`src/core/srr_defines.svh`:
```
`ifndef SRR_DEFINES_SVH
`define SRR_DEFINES_SVH
// Command encodings on the decoded command port
`define SRR_CMD_W 3
`define SRR_CMD_DES 3'h0
`define SRR_CMD_MRS 3'h1
`define SRR_CMD_ACT 3'h2
`define SRR_CMD_WR 3'h3
`define SRR_CMD_PRE 3'h4
`define SRR_CMD_REF 3'h5
`define SRR_CMD_OTH 3'h6
// Mode register select codes and fields
`define SRR_MR_ZERO 3'h0
`define SRR_MR_FOUR 3'h4
`define SRR_EN_BIT 5
// Guard key patterns on A11..A7, A6..A0 all ones
`define SRR_KEY1 5'h19
`define SRR_KEY2 5'h0f
`define SRR_KEY3 5'h17
`define SRR_KEY4 5'h07
`define SRR_KEY_LOW 7'h7f
// Burst shape: eight beats over four clocks, deselect after two
`define SRR_BURST_BEATS 4'h8
`define SRR_DESEL_BEATS 4'h4
`define SRR_NBANKS 16
// Write latency default in clocks
`define SRR_WL_DEF 8'h0b
// Register port offsets
`define SRR_A_CTRL 4'h0
`define SRR_A_STAT 4'h1
`define SRR_A_WL 4'h2
`define SRR_A_SEED 4'h3
`define SRR_A_BANKS 4'h4
`endif

```
`src/core/srr_pkg.sv`:
```
package srr_pkg;
  typedef enum logic [5:0] {
    SRR_IDLE = 6'h01,
    SRR_KEYS = 6'h02,
    SRR_ARMED = 6'h04,
    SRR_WAITWR = 6'h08,
    SRR_BURST = 6'h10,
    SRR_PRECH = 6'h20
  } srr_state_t;
endpackage

```
`src/core/srr_burst_if.sv`:
```
`timescale 1ns/100ps
interface srr_burst_if;
  logic start;
  logic [7:0] wl;
  logic beat_low;
  logic beat_high;
  logic done;
  logic repair;
  logic keep;
  modport ctl (output start, output wl, output beat_low, output beat_high,
    input done, input repair, input keep);
  modport chk (input start, input wl, input beat_low, input beat_high,
    output done, output repair, output keep);
endinterface

```
`src/core/srr_burst_check.sv`:
```
`timescale 1ns/100ps
`include "srr_defines.svh"
module srr_burst_check (
  // Clock and reset
  input wire logic mclk,
  input wire logic rst,
  // Link to the sequencer
  srr_burst_if.chk bi
);
  logic [7:0] lat_q;
  logic [3:0] beat_q;
  logic busy_q;
  logic inburst_q;
  logic all_low_q;
  logic all_high_q;
  logic done_q;
  logic repair_q;
  logic keep_q;

  // Waits write latency then watches eight beats, two per clock
  always_ff @(posedge mclk) begin
    done_q <= 1'b0;
    if (rst) begin
      busy_q <= 1'b0;
      inburst_q <= 1'b0;
      lat_q <= 8'h00;
      beat_q <= 4'h0;
      all_low_q <= 1'b1;
      all_high_q <= 1'b1;
      repair_q <= 1'b0;
      keep_q <= 1'b0;
    end else if (bi.start) begin
      busy_q <= 1'b1;
      inburst_q <= 1'b0;
      lat_q <= bi.wl;
      beat_q <= 4'h0;
      all_low_q <= 1'b1;
      all_high_q <= 1'b1;
    end else if (busy_q && !inburst_q) begin
      if (lat_q <= 8'h01) begin
        inburst_q <= 1'b1;
      end else begin
        lat_q <= lat_q - 8'h01;
      end
    end else if (inburst_q) begin
      all_low_q <= all_low_q & bi.beat_low;
      if (beat_q < `SRR_DESEL_BEATS) begin
        all_high_q <= all_high_q & bi.beat_high;
      end
      beat_q <= beat_q + 4'h2;
      if (beat_q + 4'h2 == `SRR_BURST_BEATS) begin
        busy_q <= 1'b0;
        inburst_q <= 1'b0;
        done_q <= 1'b1;
        repair_q <= all_low_q & bi.beat_low;
        keep_q <= all_high_q;
      end
    end
  end

  assign bi.done = done_q;
  assign bi.repair = repair_q;
  assign bi.keep = keep_q;

  // An all-high start must never also count as a repair
  a_keep_or_repair: assert property (@(posedge mclk) disable iff (rst)
    done_q |-> !(repair_q && keep_q))
    else $error("keep and repair both flagged");
endmodule

```
`src/core/srr_seq.sv`:
```
// What this block does
// - Mode register four bit five set requests repair mode; clear disables. The code ignores a clear while in SRR_BURST.
// - DQ lines held high when the enable write is issued.
// - Guard keys use bank zero, low bits ones, fixed A11..A7 patterns.
// - Out-of-order or interrupted keys leave repair disabled, a no-op. With legacy_q set, the code skips the keys and goes straight to SRR_ARMED.
// - After failed entry, activate and write act as ordinary accesses.
// - Repair only if all DQ low for all eight burst beats.
// - Any high DQ in the burst deselects the device, no repair.
// - All high for two clocks keeps data; other patterns undefined.
// - Associated rows differ from seed only in BA0, A17..A13, A1, A0.
// - Other rows of the repaired bank keep their data.
// - One repair per bank; later repair replaces; reset clears all.
// - Sequence to a bank without repair resource is ignored.
//
// Our own choices: the address-and-strobe port and the address map.
`timescale 1ns/100ps
`include "srr_defines.svh"
module srr_seq (
  // Clock and reset
  input wire logic mclk,
  input wire logic rst,
  // Decoded command and address bus
  input wire logic [2:0] cmd,
  input wire logic [2:0] mr_sel,
  input wire logic [1:0] bg,
  input wire logic [1:0] ba,
  input wire logic [17:0] addr,
  // Burst beat summary, two beats per clock
  input wire logic dq_all_low,
  input wire logic dq_all_high,
  // Register port
  input wire logic [3:0] reg_addr,
  input wire logic [15:0] reg_wdata,
  input wire logic reg_wr,
  input wire logic reg_rd,
  output logic [15:0] reg_rdata,
  // Device status
  output logic repair_mode,
  output logic dq_hold_high,
  output logic row_swap,
  output logic [3:0] swap_bank,
  output logic [17:0] swap_row,
  output logic [17:0] assoc_mask
);
  srr_pkg::srr_state_t st_q;
  logic [1:0] key_q;
  logic [3:0] bank_q;
  logic [17:0] seed_q;
  logic [7:0] wl_q;
  logic legacy_q;
  logic [15:0] avail_q;
  logic [15:0] valid_q;
  logic [17:0] row_mem_q [0:`SRR_NBANKS-1];
  logic [15:0] rdata_q;
  logic swap_q;
  logic [2:0] cnt_ok_q;
  logic [2:0] cnt_bad_q;
  logic mr4_wr;
  logic mr0_wr;
  logic key_hit;
  srr_burst_if bi ();

  // Guard key pattern for a given step
  function automatic logic [4:0] key_pat(input logic [1:0] k);
    logic [4:0] p;
    p = `SRR_KEY1;
    unique case (k)
      2'd0: p = `SRR_KEY1;
      2'd1: p = `SRR_KEY2;
      2'd2: p = `SRR_KEY3;
      2'd3: p = `SRR_KEY4;
    endcase
    return p;
  endfunction

  assign mr4_wr = (cmd == `SRR_CMD_MRS) && (mr_sel == `SRR_MR_FOUR);
  assign mr0_wr = (cmd == `SRR_CMD_MRS) && (mr_sel == `SRR_MR_ZERO);
  // Key must be bank zero, low bits ones, and the expected pattern
  assign key_hit = mr0_wr && (bg == 2'b00) && (ba == 2'b00)
    && (addr[6:0] == `SRR_KEY_LOW) && (addr[11:7] == key_pat(key_q));

  // Repair sequencer
  always_ff @(posedge mclk) begin
    if (rst) begin
      st_q <= srr_pkg::SRR_IDLE;
      key_q <= 2'd0;
      bank_q <= 4'h0;
      seed_q <= 18'h00000;
    end else begin
      unique case (st_q)
        srr_pkg::SRR_IDLE: begin
          if (mr4_wr && addr[`SRR_EN_BIT]) begin
            st_q <= legacy_q ? srr_pkg::SRR_ARMED : srr_pkg::SRR_KEYS;
            key_q <= 2'd0;
          end
        end
        srr_pkg::SRR_KEYS: begin
          if (mr4_wr && !addr[`SRR_EN_BIT]) begin
            st_q <= srr_pkg::SRR_IDLE;
          end else if (key_hit) begin
            key_q <= key_q + 2'd1;
            if (key_q == 2'd3) begin
              st_q <= srr_pkg::SRR_ARMED;
            end
          end else if (cmd != `SRR_CMD_DES) begin
            st_q <= srr_pkg::SRR_IDLE;
          end
        end
        srr_pkg::SRR_ARMED: begin
          if (cmd == `SRR_CMD_ACT) begin
            bank_q <= {bg, ba};
            seed_q <= addr;
            st_q <= srr_pkg::SRR_WAITWR;
          end else if (mr4_wr && !addr[`SRR_EN_BIT]) begin
            st_q <= srr_pkg::SRR_IDLE;
          end
        end
        srr_pkg::SRR_WAITWR: begin
          if (cmd == `SRR_CMD_WR && {bg, ba} == bank_q) begin
            st_q <= srr_pkg::SRR_BURST;
          end else if (mr4_wr && !addr[`SRR_EN_BIT]) begin
            st_q <= srr_pkg::SRR_IDLE;
          end
        end
        srr_pkg::SRR_BURST: begin
          if (bi.done) begin
            st_q <= srr_pkg::SRR_PRECH;
          end
        end
        srr_pkg::SRR_PRECH: begin
          if (mr4_wr && !addr[`SRR_EN_BIT]) begin
            st_q <= srr_pkg::SRR_IDLE;
          end
        end
        default: st_q <= srr_pkg::SRR_IDLE;
      endcase
    end
  end

  assign bi.start = (st_q == srr_pkg::SRR_WAITWR) && (cmd == `SRR_CMD_WR)
    && ({bg, ba} == bank_q);
  assign bi.wl = wl_q;
  assign bi.beat_low = dq_all_low;
  assign bi.beat_high = dq_all_high;

  srr_burst_check u_burst (
    .mclk(mclk),
    .rst(rst),
    .bi(bi)
  );

  // Per-bank repair store, cleared by reset
  always_ff @(posedge mclk) begin
    swap_q <= 1'b0;
    if (rst) begin
      valid_q <= 16'h0000;
      for (int i = 0; i < `SRR_NBANKS; i++) begin
        row_mem_q[i] <= 18'h00000;
      end
    end else if (bi.done && bi.repair && avail_q[bank_q]) begin
      valid_q[bank_q] <= 1'b1;
      row_mem_q[bank_q] <= seed_q;
      swap_q <= 1'b1;
    end
  end

  // Outcome counters for software
  always_ff @(posedge mclk) begin
    if (rst) begin
      cnt_ok_q <= 3'h0;
      cnt_bad_q <= 3'h0;
    end else if (bi.done) begin
      if (bi.repair && avail_q[bank_q]) begin
        cnt_ok_q <= cnt_ok_q + 3'h1;
      end else begin
        cnt_bad_q <= cnt_bad_q + 3'h1;
      end
    end
  end

  // Register writes
  always_ff @(posedge mclk) begin
    if (rst) begin
      legacy_q <= 1'b0;
      wl_q <= `SRR_WL_DEF;
      avail_q <= 16'hffff;
    end else if (reg_wr) begin
      unique case (reg_addr)
        `SRR_A_CTRL: legacy_q <= reg_wdata[0];
        `SRR_A_WL: wl_q <= reg_wdata[7:0];
        `SRR_A_BANKS: avail_q <= reg_wdata;
        default: ;
      endcase
    end
  end

  // Register reads, data valid the cycle after the strobe
  always_ff @(posedge mclk) begin
    if (rst) begin
      rdata_q <= 16'h0000;
    end else if (reg_rd) begin
      unique case (reg_addr)
        `SRR_A_CTRL: rdata_q <= {15'h0000, legacy_q};
        `SRR_A_STAT: rdata_q <= {4'h0, cnt_bad_q, cnt_ok_q, st_q};
        `SRR_A_WL: rdata_q <= {8'h00, wl_q};
        `SRR_A_SEED: rdata_q <= {bank_q, seed_q[11:0]};
        `SRR_A_BANKS: rdata_q <= valid_q;
        default: rdata_q <= 16'h0000;
      endcase
    end else begin
      rdata_q <= 16'h0000;
    end
  end

  assign reg_rdata = rdata_q;
  assign repair_mode = (st_q != srr_pkg::SRR_IDLE);
  assign dq_hold_high = (st_q == srr_pkg::SRR_IDLE) && mr4_wr && addr[`SRR_EN_BIT];
  assign row_swap = swap_q;
  assign swap_bank = bank_q;
  assign swap_row = seed_q;
  assign assoc_mask = 18'h3e003;

  a_bad_key_drop: assert property (@(posedge mclk) disable iff (rst)
    (st_q == srr_pkg::SRR_KEYS && !key_hit && !mr4_wr && cmd != `SRR_CMD_DES)
    |=> st_q == srr_pkg::SRR_IDLE)
    else $error("bad key did not abort entry");
  a_key_to_armed: assert property (@(posedge mclk) disable iff (rst)
    (st_q == srr_pkg::SRR_KEYS && key_hit && key_q == 2'd3)
    |=> st_q == srr_pkg::SRR_ARMED)
    else $error("fourth key did not arm");
  a_enable_entry: assert property (@(posedge mclk) disable iff (rst)
    (st_q == srr_pkg::SRR_IDLE && mr4_wr && addr[`SRR_EN_BIT] && !legacy_q)
    |=> st_q == srr_pkg::SRR_KEYS && key_q == 2'd0)
    else $error("enable write not taken");
  a_dq_high: assert property (@(posedge mclk) disable iff (rst)
    (st_q == srr_pkg::SRR_IDLE && mr4_wr && addr[`SRR_EN_BIT]) |-> dq_hold_high ##1 repair_mode)
    else $error("dq not held high on enable");
  a_no_repair_idle: assert property (@(posedge mclk) disable iff (rst)
    (st_q == srr_pkg::SRR_IDLE) |=> !row_swap)
    else $error("repair outside sequence");
  a_swap_needs_low: assert property (@(posedge mclk) disable iff (rst)
    row_swap |-> $past(bi.done) && $past(bi.repair))
    else $error("swap without all-low burst");
  a_high_blocks: assert property (@(posedge mclk) disable iff (rst)
    (bi.done && !bi.repair) |=> !row_swap)
    else $error("repair despite high beat");
  a_full_bank_ign: assert property (@(posedge mclk) disable iff (rst)
    (bi.done && !avail_q[bank_q]) |=> !row_swap && $stable(valid_q))
    else $error("repair on exhausted bank");
endmodule

```
`config.mk`:
```
export PLATFORM = sky130hd
export DESIGN_NAME = srr_seq
export DESIGN_NICKNAME = d
export VERILOG_FILES = /design/src/core/srr_pkg.sv /design/src/core/srr_burst_if.sv /design/src/core/srr_burst_check.sv /design/src/core/srr_seq.sv
export VERILOG_INCLUDE_DIRS = /design/src /design/src/core
export SDC_FILE = /design/constraint.sdc
export NUM_CORES = 1
export LEC_CHECK = 0
export ABC_AREA = 1
export BUFFER_PORTS_ARGS = -buffer_cell sky130_fd_sc_hd__buf_2
export CAP_MARGIN = 20
export CORE_AREA = 3 3 107 109
export DETAILED_ROUTE_END_ITERATION = 10
export DIE_AREA = 0 0 110 112
export PLACE_DENSITY = 0.71
export SLEW_MARGIN = 20
export SYNTH_ARGS = -nofsm -noshare
export SYNTH_HDL_FRONTEND = slang
export SYNTH_SLANG_ARGS = --single-unit
export TNS_END_PERCENT = 1
```
`constraint.sdc`:
```
create_clock -name mclk -period 3.1 [get_ports mclk]
set_input_delay 0 -clock mclk [delete_from_list [all_inputs] [get_ports mclk]]
set_output_delay 0 -clock mclk [all_outputs]
set_load 0.01 [all_outputs]
```
==> key figures, run 1 <==
STA
  – Worst hold margin: roughly 14 ps
  – Unrepaired setup endpoints after global routing: false
  – Fin crit period: ~2000 ps
  – Setup TNS: 0 ps
  – Hold Vio Cnt, Final: 0
  – Final period util: around 66%
  – Worst-margin pin slew: ~640 ps
  – Max Fclk: around 490 MHz
  – Final setup viols: 0
  – Layout Skew: between 10 and 15 ps
  – Slew HR: a little under three fifths
  – Final slew viol count: 0

Worst hold path
  – Hold crit path type: in -> reg
  – Endpoint, Worst Hold: legacy_q
  – Min-delay src: reg_addr[1]
  – Hold Crit Depth: 4

Route
  – Post-Route WL: between 10,000 and 15,000 um
  – Post-route ant nets: 0
  – Vias per inst: just over 5
  – DR iter-0 viols: between 200 and 300
  – Drc violations: 0
  – First drt pass iteration count: 5
  – Routed wire per std cell: between 10 and 15 um
  – Via Count: about 5,200

Critical path
  – R2R Path End: u_burst.lat_q[4]
  – Worst path slowest cell: dfxtp_1
  – Crit path launch type: register
  – CP max stage delay: roughly 470 ps
  – CP Capture Type: register
  – Worst r2r src: swap_bank[1]
  – Most used cell along the critical path: nand2_1
  – Critical Path RT: ~3400 ps
  – Critical path class: reg -> reg
  – Flop2flop setup slack: about 1100 ps
  – Worst R2R Path Depth: 8
  – Critical-path maximum fanout: 18
  – CP arrival: ~2300 ps
  – Crit-path cells: inv_1, nand2_1, a21oi_4, nand3_4, o21ai_2, inv_2, nand2_1, a21oi_1

Final layout
  – ANT cells: 0
  – Ratio of cells with drive above 1 in the final layout: ~17%
  – Final #Nets: approximately 940
  – Post-Layout Inst Area: around 6400 um2
  – Synthesis-to-layout area growth: 20.57%

Clock network
  – Sinks on the clock net: 110
  – Root buffer cell: clkbuf_8
  – Post-CTS Setup Bufs: 0
  – H-tree levels: 3
  – Clk_lat worst skew: approximately 380 ps
  – TritonCTS Buffers: 9
  – CTS tree: yes
  – CTS max path bufs: 2
  – Worst-path clk slew: 90 ps
  – Post-cts sizing count: 0

Floorplanning
  – Initial Utilization: approximately half
  – IO Count: ~110
  – Placeable Area: around 11,000 um2
  – DIE AREA: 12,320 um2
  – DIE WIDTH: roughly 110 um
  – Row cnt: 38
  – Die outline height: approximately 110 um

GRT
  – Via count of the first global-routing pass: 4,906
  – Largest net degree at the start of global routing: 44
  – Gr usage total: 23.56%
  – Global-route wire length before repair: approximately 23,000 um
  – Initial antenna violation count: 0
  – Remaining Overflow, GRT: 0

Flow run
  – Max-cap violations: 0

Synth
  – FFs w/ async S/R, synth: 0%
  – Mean area per synthesized cell: 7.079 um2
  – Register bit count reported by yosys: 110
  – Post-synth EDFFs: 0
  – Synth Flop Type: dfxtp_1
  – Synthesis Warnings: 0
  – Cell area after synthesis: between 5000 and 6000 um2
  – Post-Syn Instances: 751
  – Post-synthesis sequential area ratio: approximately 41%
  – Yosys cell types: 38

Pwr
  – Static Leak: about 3.0 nW
  – Pwr dens: 434.7 nW/um2
  – Peak VDD IR: 315.4 uV

Place
  – DP Area: just under 6000 um2
  – DP HPWL: 10,150 um
  – Port bufs: between 90 and 100
  – GPL Wtd Cong: just over 0.9

Outcome
  – Status: finished, final reports clean
==> area by class of cell <==
| class | instances | area, um2 |
|---|---|---|
| fill | 1002 | 4288 |
| multi-input combinational | 541 | 2633 |
| sequential | 110 | 2202 |
| timing repair buffer | 139 | 915.9 |
| inverter | 74 | 277.8 |
| tap | 140 | 175.2 |
| clock buffer | 11 | 141.4 |
| clock inverter | 5 | 65.06 |
==> worst max-delay path: cells and delay by family (launching register included) <==
kind                   cells  cell delay (ps)
buffers and inverters      2              400
flip-flops                 1              470
AND/OR/NAND/NOR            3              470
AO/OA/AOI/OAI              3              560
==> routing by layer <==
layer	routed length, um	vias to the layer above	track usage [%]	part of all wire [%]
met5	0	-	0	0
met4	361	0	9.643	2.5
met3	716	31	3.014	5.0
met2	6936	168	39.00	49
met1	6254	2366	30.71	44
li1	-	2610	-	-
==> cell families after synthesis <==
kind of cell	share of synthesized area, %
AOI/OAI and AO/OA	14.69
other	0.1413
DFF	41.42
buffers and inverters	10.19
and+or+nand+nor	28.90
adders and majority gates	2.353
xor gates and xnor gates	2.306
==> report_power, final <==
part | switching, mW | leakage, nW | internal (mW)
clock | 0.507 | 0.0981 | 0.405
sequential | 0.0206 | 0.888 | 1.44
combinational | 0.251 | 2.04 | 0.165
==> state kept, by name, indices dropped and copies added, names as in the netlist <==
name               flops
swap_row              18
avail_q               16
reg_rdata             16
valid_q               16
bi.wl                  8
u_burst.lat_q          8
st_q                   6
swap_bank              4
cnt_bad_q              3
cnt_ok_q               3
u_burst.beat_q         3
key_q                  2
legacy_q               1
row_swap               1
u_burst.all_low_q      1
u_burst.bi.done        1
u_burst.bi.repair      1
u_burst.busy_q         1
u_burst.inburst_q      1
==> cell usage in the layout (no fill, tap or decap), types with 3 or more instances in the layout <==
master         instances
o211ai_1               6
nand3_1               39
nand2_2                3
inv_1                 70
buf_2                 93
nor3_1                 4
inv_2                  3
clkbuf_8              10
dlygate4sd3_1         42
nor2_2                 8
xnor2_1                6
a21oi_1               37
xor2_1                 8
conb_1                18
o21ai_1                4
o21ai_2               19
o21ai_0               45
buf_4                  4
nand4_1                5
a221oi_1               7
dfxtp_1              110
ha_1                  10
nor2_1                91
o22ai_1                5
nand2_1              213
==> cells in the mapped netlist (all sizes together) (4+ instances only) <==
cell type	number	area, um2
inv	73	274.0
xor2	8	70.07
buf	28	211.5
o211ai	6	45.04
nand4	6	43.79
a221oi	7	61.31
ha	10	125.1
clkbuf	14	52.55
nand2	217	829.6
nor2	100	402.9
dfxtp	110	2202
nand3	40	212.7
xnor2	6	52.55
nor3	4	20.02
o21ai	68	411.7
o22ai	5	31.28
a21oi	38	201.5
==> how the worst max path moves through the flow <==
| stage | slack (ps) | end | startpoint |
|---|---|---|---|
| after global routing | 920 | u_burst.lat_q[3] | swap_bank[1] |
| after global placement | 1170 | u_burst.lat_q[1] | swap_bank[1] |
| after detailed placement | 1100 | u_burst.lat_q[6] | swap_bank[1] |
| after CTS | 1080 | u_burst.lat_q[4] | swap_bank[1] |
| after floorplan | 1570 | key_q[0] | key_q[0] |
| final | 1070 | u_burst.lat_q[4] | swap_bank[1] |
==> per-stage QoR <==
step           power, mW  worst slack [ps]  std cells  util (%)
2_1_floorplan      1.765              1573        767         -
3_3_place_gp       1.847              1172        962     54.06
3_5_place_dp       1.859              1105        962     54.06
4_1_cts            2.791              1080       1020     59.92
5_1_grt            2.909             924.7       1020     59.92
6_report           2.786              1065       1020     59.92
==> what timing repair did <==
action | in CTS | in global routing
hold buffers | 42 | 0
endpoints found under the setup margin | 0 | 0
endpoints found under the hold margin | 49 | 0
Power figures use the tool's default switching activity.
==> run 2, diff against run 1 <==
--- a/config.mk
+++ b/config.mk
@@ -6,12 +6,12 @@
 export SDC_FILE = /design/constraint.sdc
 export NUM_CORES = 1
 export LEC_CHECK = 0
-export ABC_AREA = 1
+export ABC_AREA = 0
 export BUFFER_PORTS_ARGS = -buffer_cell sky130_fd_sc_hd__buf_2
 export CAP_MARGIN = 20
-export CORE_AREA = 3 3 107 109
+export CORE_AREA = 3 3 108 110
 export DETAILED_ROUTE_END_ITERATION = 10
-export DIE_AREA = 0 0 110 112
+export DIE_AREA = 0 0 111 113
 export PLACE_DENSITY = 0.71
 export SLEW_MARGIN = 20
 export SYNTH_ARGS = -nofsm -noshare
==> constraint.sdc (replaced) <==
create_clock -name mclk -period 1.85 [get_ports mclk]
set_input_delay 0 -clock mclk [delete_from_list [all_inputs] [get_ports mclk]]
set_output_delay 0 -clock mclk [all_outputs]
set_load 0.01 [all_outputs]
==> run 2 against run 1 <==
The run now ends with setup timing left. Critical path depth unchanged. Utilization increased by 2.1 points. Sequential share of layout area decreased by 1.3 points. Clock skew increased by 1.9 ps. Final cell count decreased by 12%.
==> key figures, run 2 <==
Outcome
  – Status: finished with violations
  – Failing checks: setup timing

GRT
  – Via count of the first global-routing pass: around 4,700
  – Gr busiest metal: met2
  – Met1 global-route usage: 29.02%
  – Global-route wire length before repair: approximately 23,000 um
  – Met3 Usage GRT: ~4.8%
  – Remaining Overflow, GRT: 0
  – GR Util met2: between 30% and 40%
  – Gr usage total: between 20% and 30%
  – Initial antenna violation count: 0
  – Largest net degree at the start of global routing: 40

Clock network
  – Sinks on the clock net: 110
  – TritonCTS Buffers: 9
  – CTS max path bufs: 2
  – Worst-path clk slew: ~90 ps
  – Post-CTS Setup Bufs: 0
  – H-tree levels: 3
  – Root buffer cell: clkbuf_8
  – CTS tree: yes
  – Clk_lat worst skew: 380 ps

Place
  – GPL Wtd Cong: approximately 1
  – DP Area: ~6000 um2
  – Port bufs: 93
  – Placed insts: between 800 and 900
  – DP HPWL: a little over 10,000 um
  – Worst slack, placed: -342.1 ps

Route
  – Post-route ant nets: 0
  – DR iter-0 viols: between 200 and 300
  – Drc violations: 0
  – Vias per inst: 5.420
  – Routed wire per std cell: approximately 16 um
  – Via Count: roughly 4,800
  – First drt pass iteration count: 5
  – Post-Route WL: 14,140 um

Critical path
  – Crit. Startpoint: key_q[1]
  – Flop2flop setup slack: -230 ps
  – Critical Path RT: about 2100 ps
  – CP Capture Type: register
  – Worst R2R Path Depth: 8
  – Critical path class: reg -> reg
  – Crit path launch type: register
  – Worst r2r src: key_q[1]
  – CP arrival: 2340 ps
  – Critical-path maximum fanout: 3
  – R2R Path End: st_q[2]

Final layout
  – Post-Layout Inst Area: roughly 6700 um2
  – Synthesis-to-layout area growth: 27.80%
  – Final #Nets: between 800 and 900
  – Non-Filler Instances: roughly 890
  – Most common cell after layout, fill and taps aside: dfxtp_1
  – ANT cells: 0
  – Fin util: around three fifths
  – Ratio of cells with drive above 1 in the final layout: roughly 25%
  – Commonest non-fill, non-tap cells in the layout: dfxtp_1 (101), buf_2 (93), nor2_1 (91)
  – Max FFs per register: 18

Floorplanning
  – IO Count: between 100 and 150
  – DIE WIDTH: 111 um
  – Die outline height: 113 um
  – DIE AREA: 12,540 um2
  – Placeable Area: approximately 11,000 um2
  – Row cnt: 38
  – Initial Utilization: between 40% and 50%

Pwr
  – Pwr dens: 684.9 nW/um2
  – Static Leak: ~3 nW
  – Post-route total power: 4.581 mW
  – Peak VDD IR: around 600 uV

Worst hold path
  – Min-delay src: rst
  – Hold crit path type: in -> reg
  – Endpoint, Worst Hold: swap_bank[3]
  – Hold Crit Depth: 2

Synth
  – Count leader, synth: dfxtp_1
  – Cell area after synthesis: around 5200 um2
  – Xor/xnor share of the synthesized area: under 10%
  – Post-synthesis mux area share: under 10%
  – Post-synthesis simple-gate area fraction: between 20% and 30%
  – Synthesis Warnings: 0
  – Mean area per synthesized cell: about 8.8 um2
  – Register bit count reported by yosys: 110
  – Post-synthesis compound-gate area fraction: a little over an eighth
  – Post-synth EDFFs: 0
  – Post-synthesis sequential area ratio: between 40% and 50%
  – Synth Flop Type: dfxtp_1
  – Area share of fa/ha/maj cells after synthesis: around 2.4%
  – Yosys cell types: 65
  – Largest family of logic cells by synthesized area: simple AND/OR/NAND/NOR gates
  – FFs w/ async S/R, synth: 0%
  – Post-Syn Instances: 595
  – Post-synth top area share: a little over two fifths
  – Yosys top cell by area: dfxtp_1
  – Post-synth top cells: dfxtp_1 (110), nor2_1 (93), nand2_1 (58)
  – Top cells by area, synth: dfxtp_1 (42%), mux2i_1 (6.7%), nor2_1 (6.7%)

STA
  – Layout Skew: between 10 and 15 ps
  – Fin worst setup slack: -227.3 ps
  – Fin crit period: between 2000 and 2500 ps
  – Final period util: 112.3%
  – Unrepaired setup endpoints after global routing: true
  – Hold Vio Cnt, Final: 0
  – Slew HR: 55.44%
  – Final slew viol count: 0
  – Max Fclk: between 400 and 500 MHz
  – Final setup viols: 31
  – Worst-margin pin slew: 668.3 ps

Flow run
  – Max-cap violations: 0
## run 2: changes by cell type after synthesis, sizes merged, moves of 20 or more
cell	change
nand3	-28
mux2i	+35
a22oi	+20
o21ai	-62
nand2	-158
inv	-66
## run 2: through the flow
stage	TNS, ps	hold WS, ps
after floorplan	-1351	120.9
after global placement	-2502	207.2
after detailed placement	-3788	215.9
after CTS	-2377	24.92
after global routing	-5165	30.67
final	-2320	28.26
## run 2: layout make-up
| class | count | area (um2) |
|---|---|---|
| Fill cell | 884 | 4104 |
| Multi-Input combinational cell | 439 | 2813 |
| Sequential cell | 110 | 2213 |
| Timing Repair Buffer | 183 | 1272 |
| Inverter | 7 | 26.28 |
| Tap cell | 140 | 175.2 |
| Clock inverter | 1 | 30.03 |
| Clock buffer | 13 | 158.9 |
## run 2: layer usage
metal	wire length, um	share of wire (%)
met5	0	0
met1	6207	44
met3	963	6.8
met2	6562	46
met4	402	2.8
## run 2: how the worst max path moves through the flow
stage	slack (ps)	endpoint	cells past startpoint
final	-230	st_q[2]	8
after global routing	-310	st_q[2]	8
after CTS	-210	st_q[1]	8
after detailed placement	-340	key_q[0]	8
after global placement	-240	st_q[1]	8
after floorplan	-190	st_q[1]	8
## run 2: power by group
group / internal, mW / total (mW) / switching, mW
Combinational: 0.354 / 0.716 / 0.362
Clock: 0.687 / 1.43 / 0.743
Sequential: 2.40 / 2.43 / 0.0330
## run 2: cells by family after synthesis
family,Yosys count
XOR/XNOR,19
flip-flops,110
AND/OR/NAND/NOR,254
multiplexers,36
buffers and inverters,62
other,2
adder cells (fa/ha/maj),10
AO/OA/AOI/OAI,102
## run 2: timing repair
item	in CTS	in global routing
gates resized for setup	14	8
pin swaps	11	3
endpoints found under the hold margin	50	0
hold buffers	41	0
setup endpoints to repair	44	49
## run 2: worst max-delay path, stage by stage (launching register included)
cell and delay, ps:
dfxtp_2 330, inv_2 70, ha_4 130, or3b_4 390, a2111oi_4 290, o2111ai_1 170
o311a_1 360, o21ai_0 130, nor2_1 90
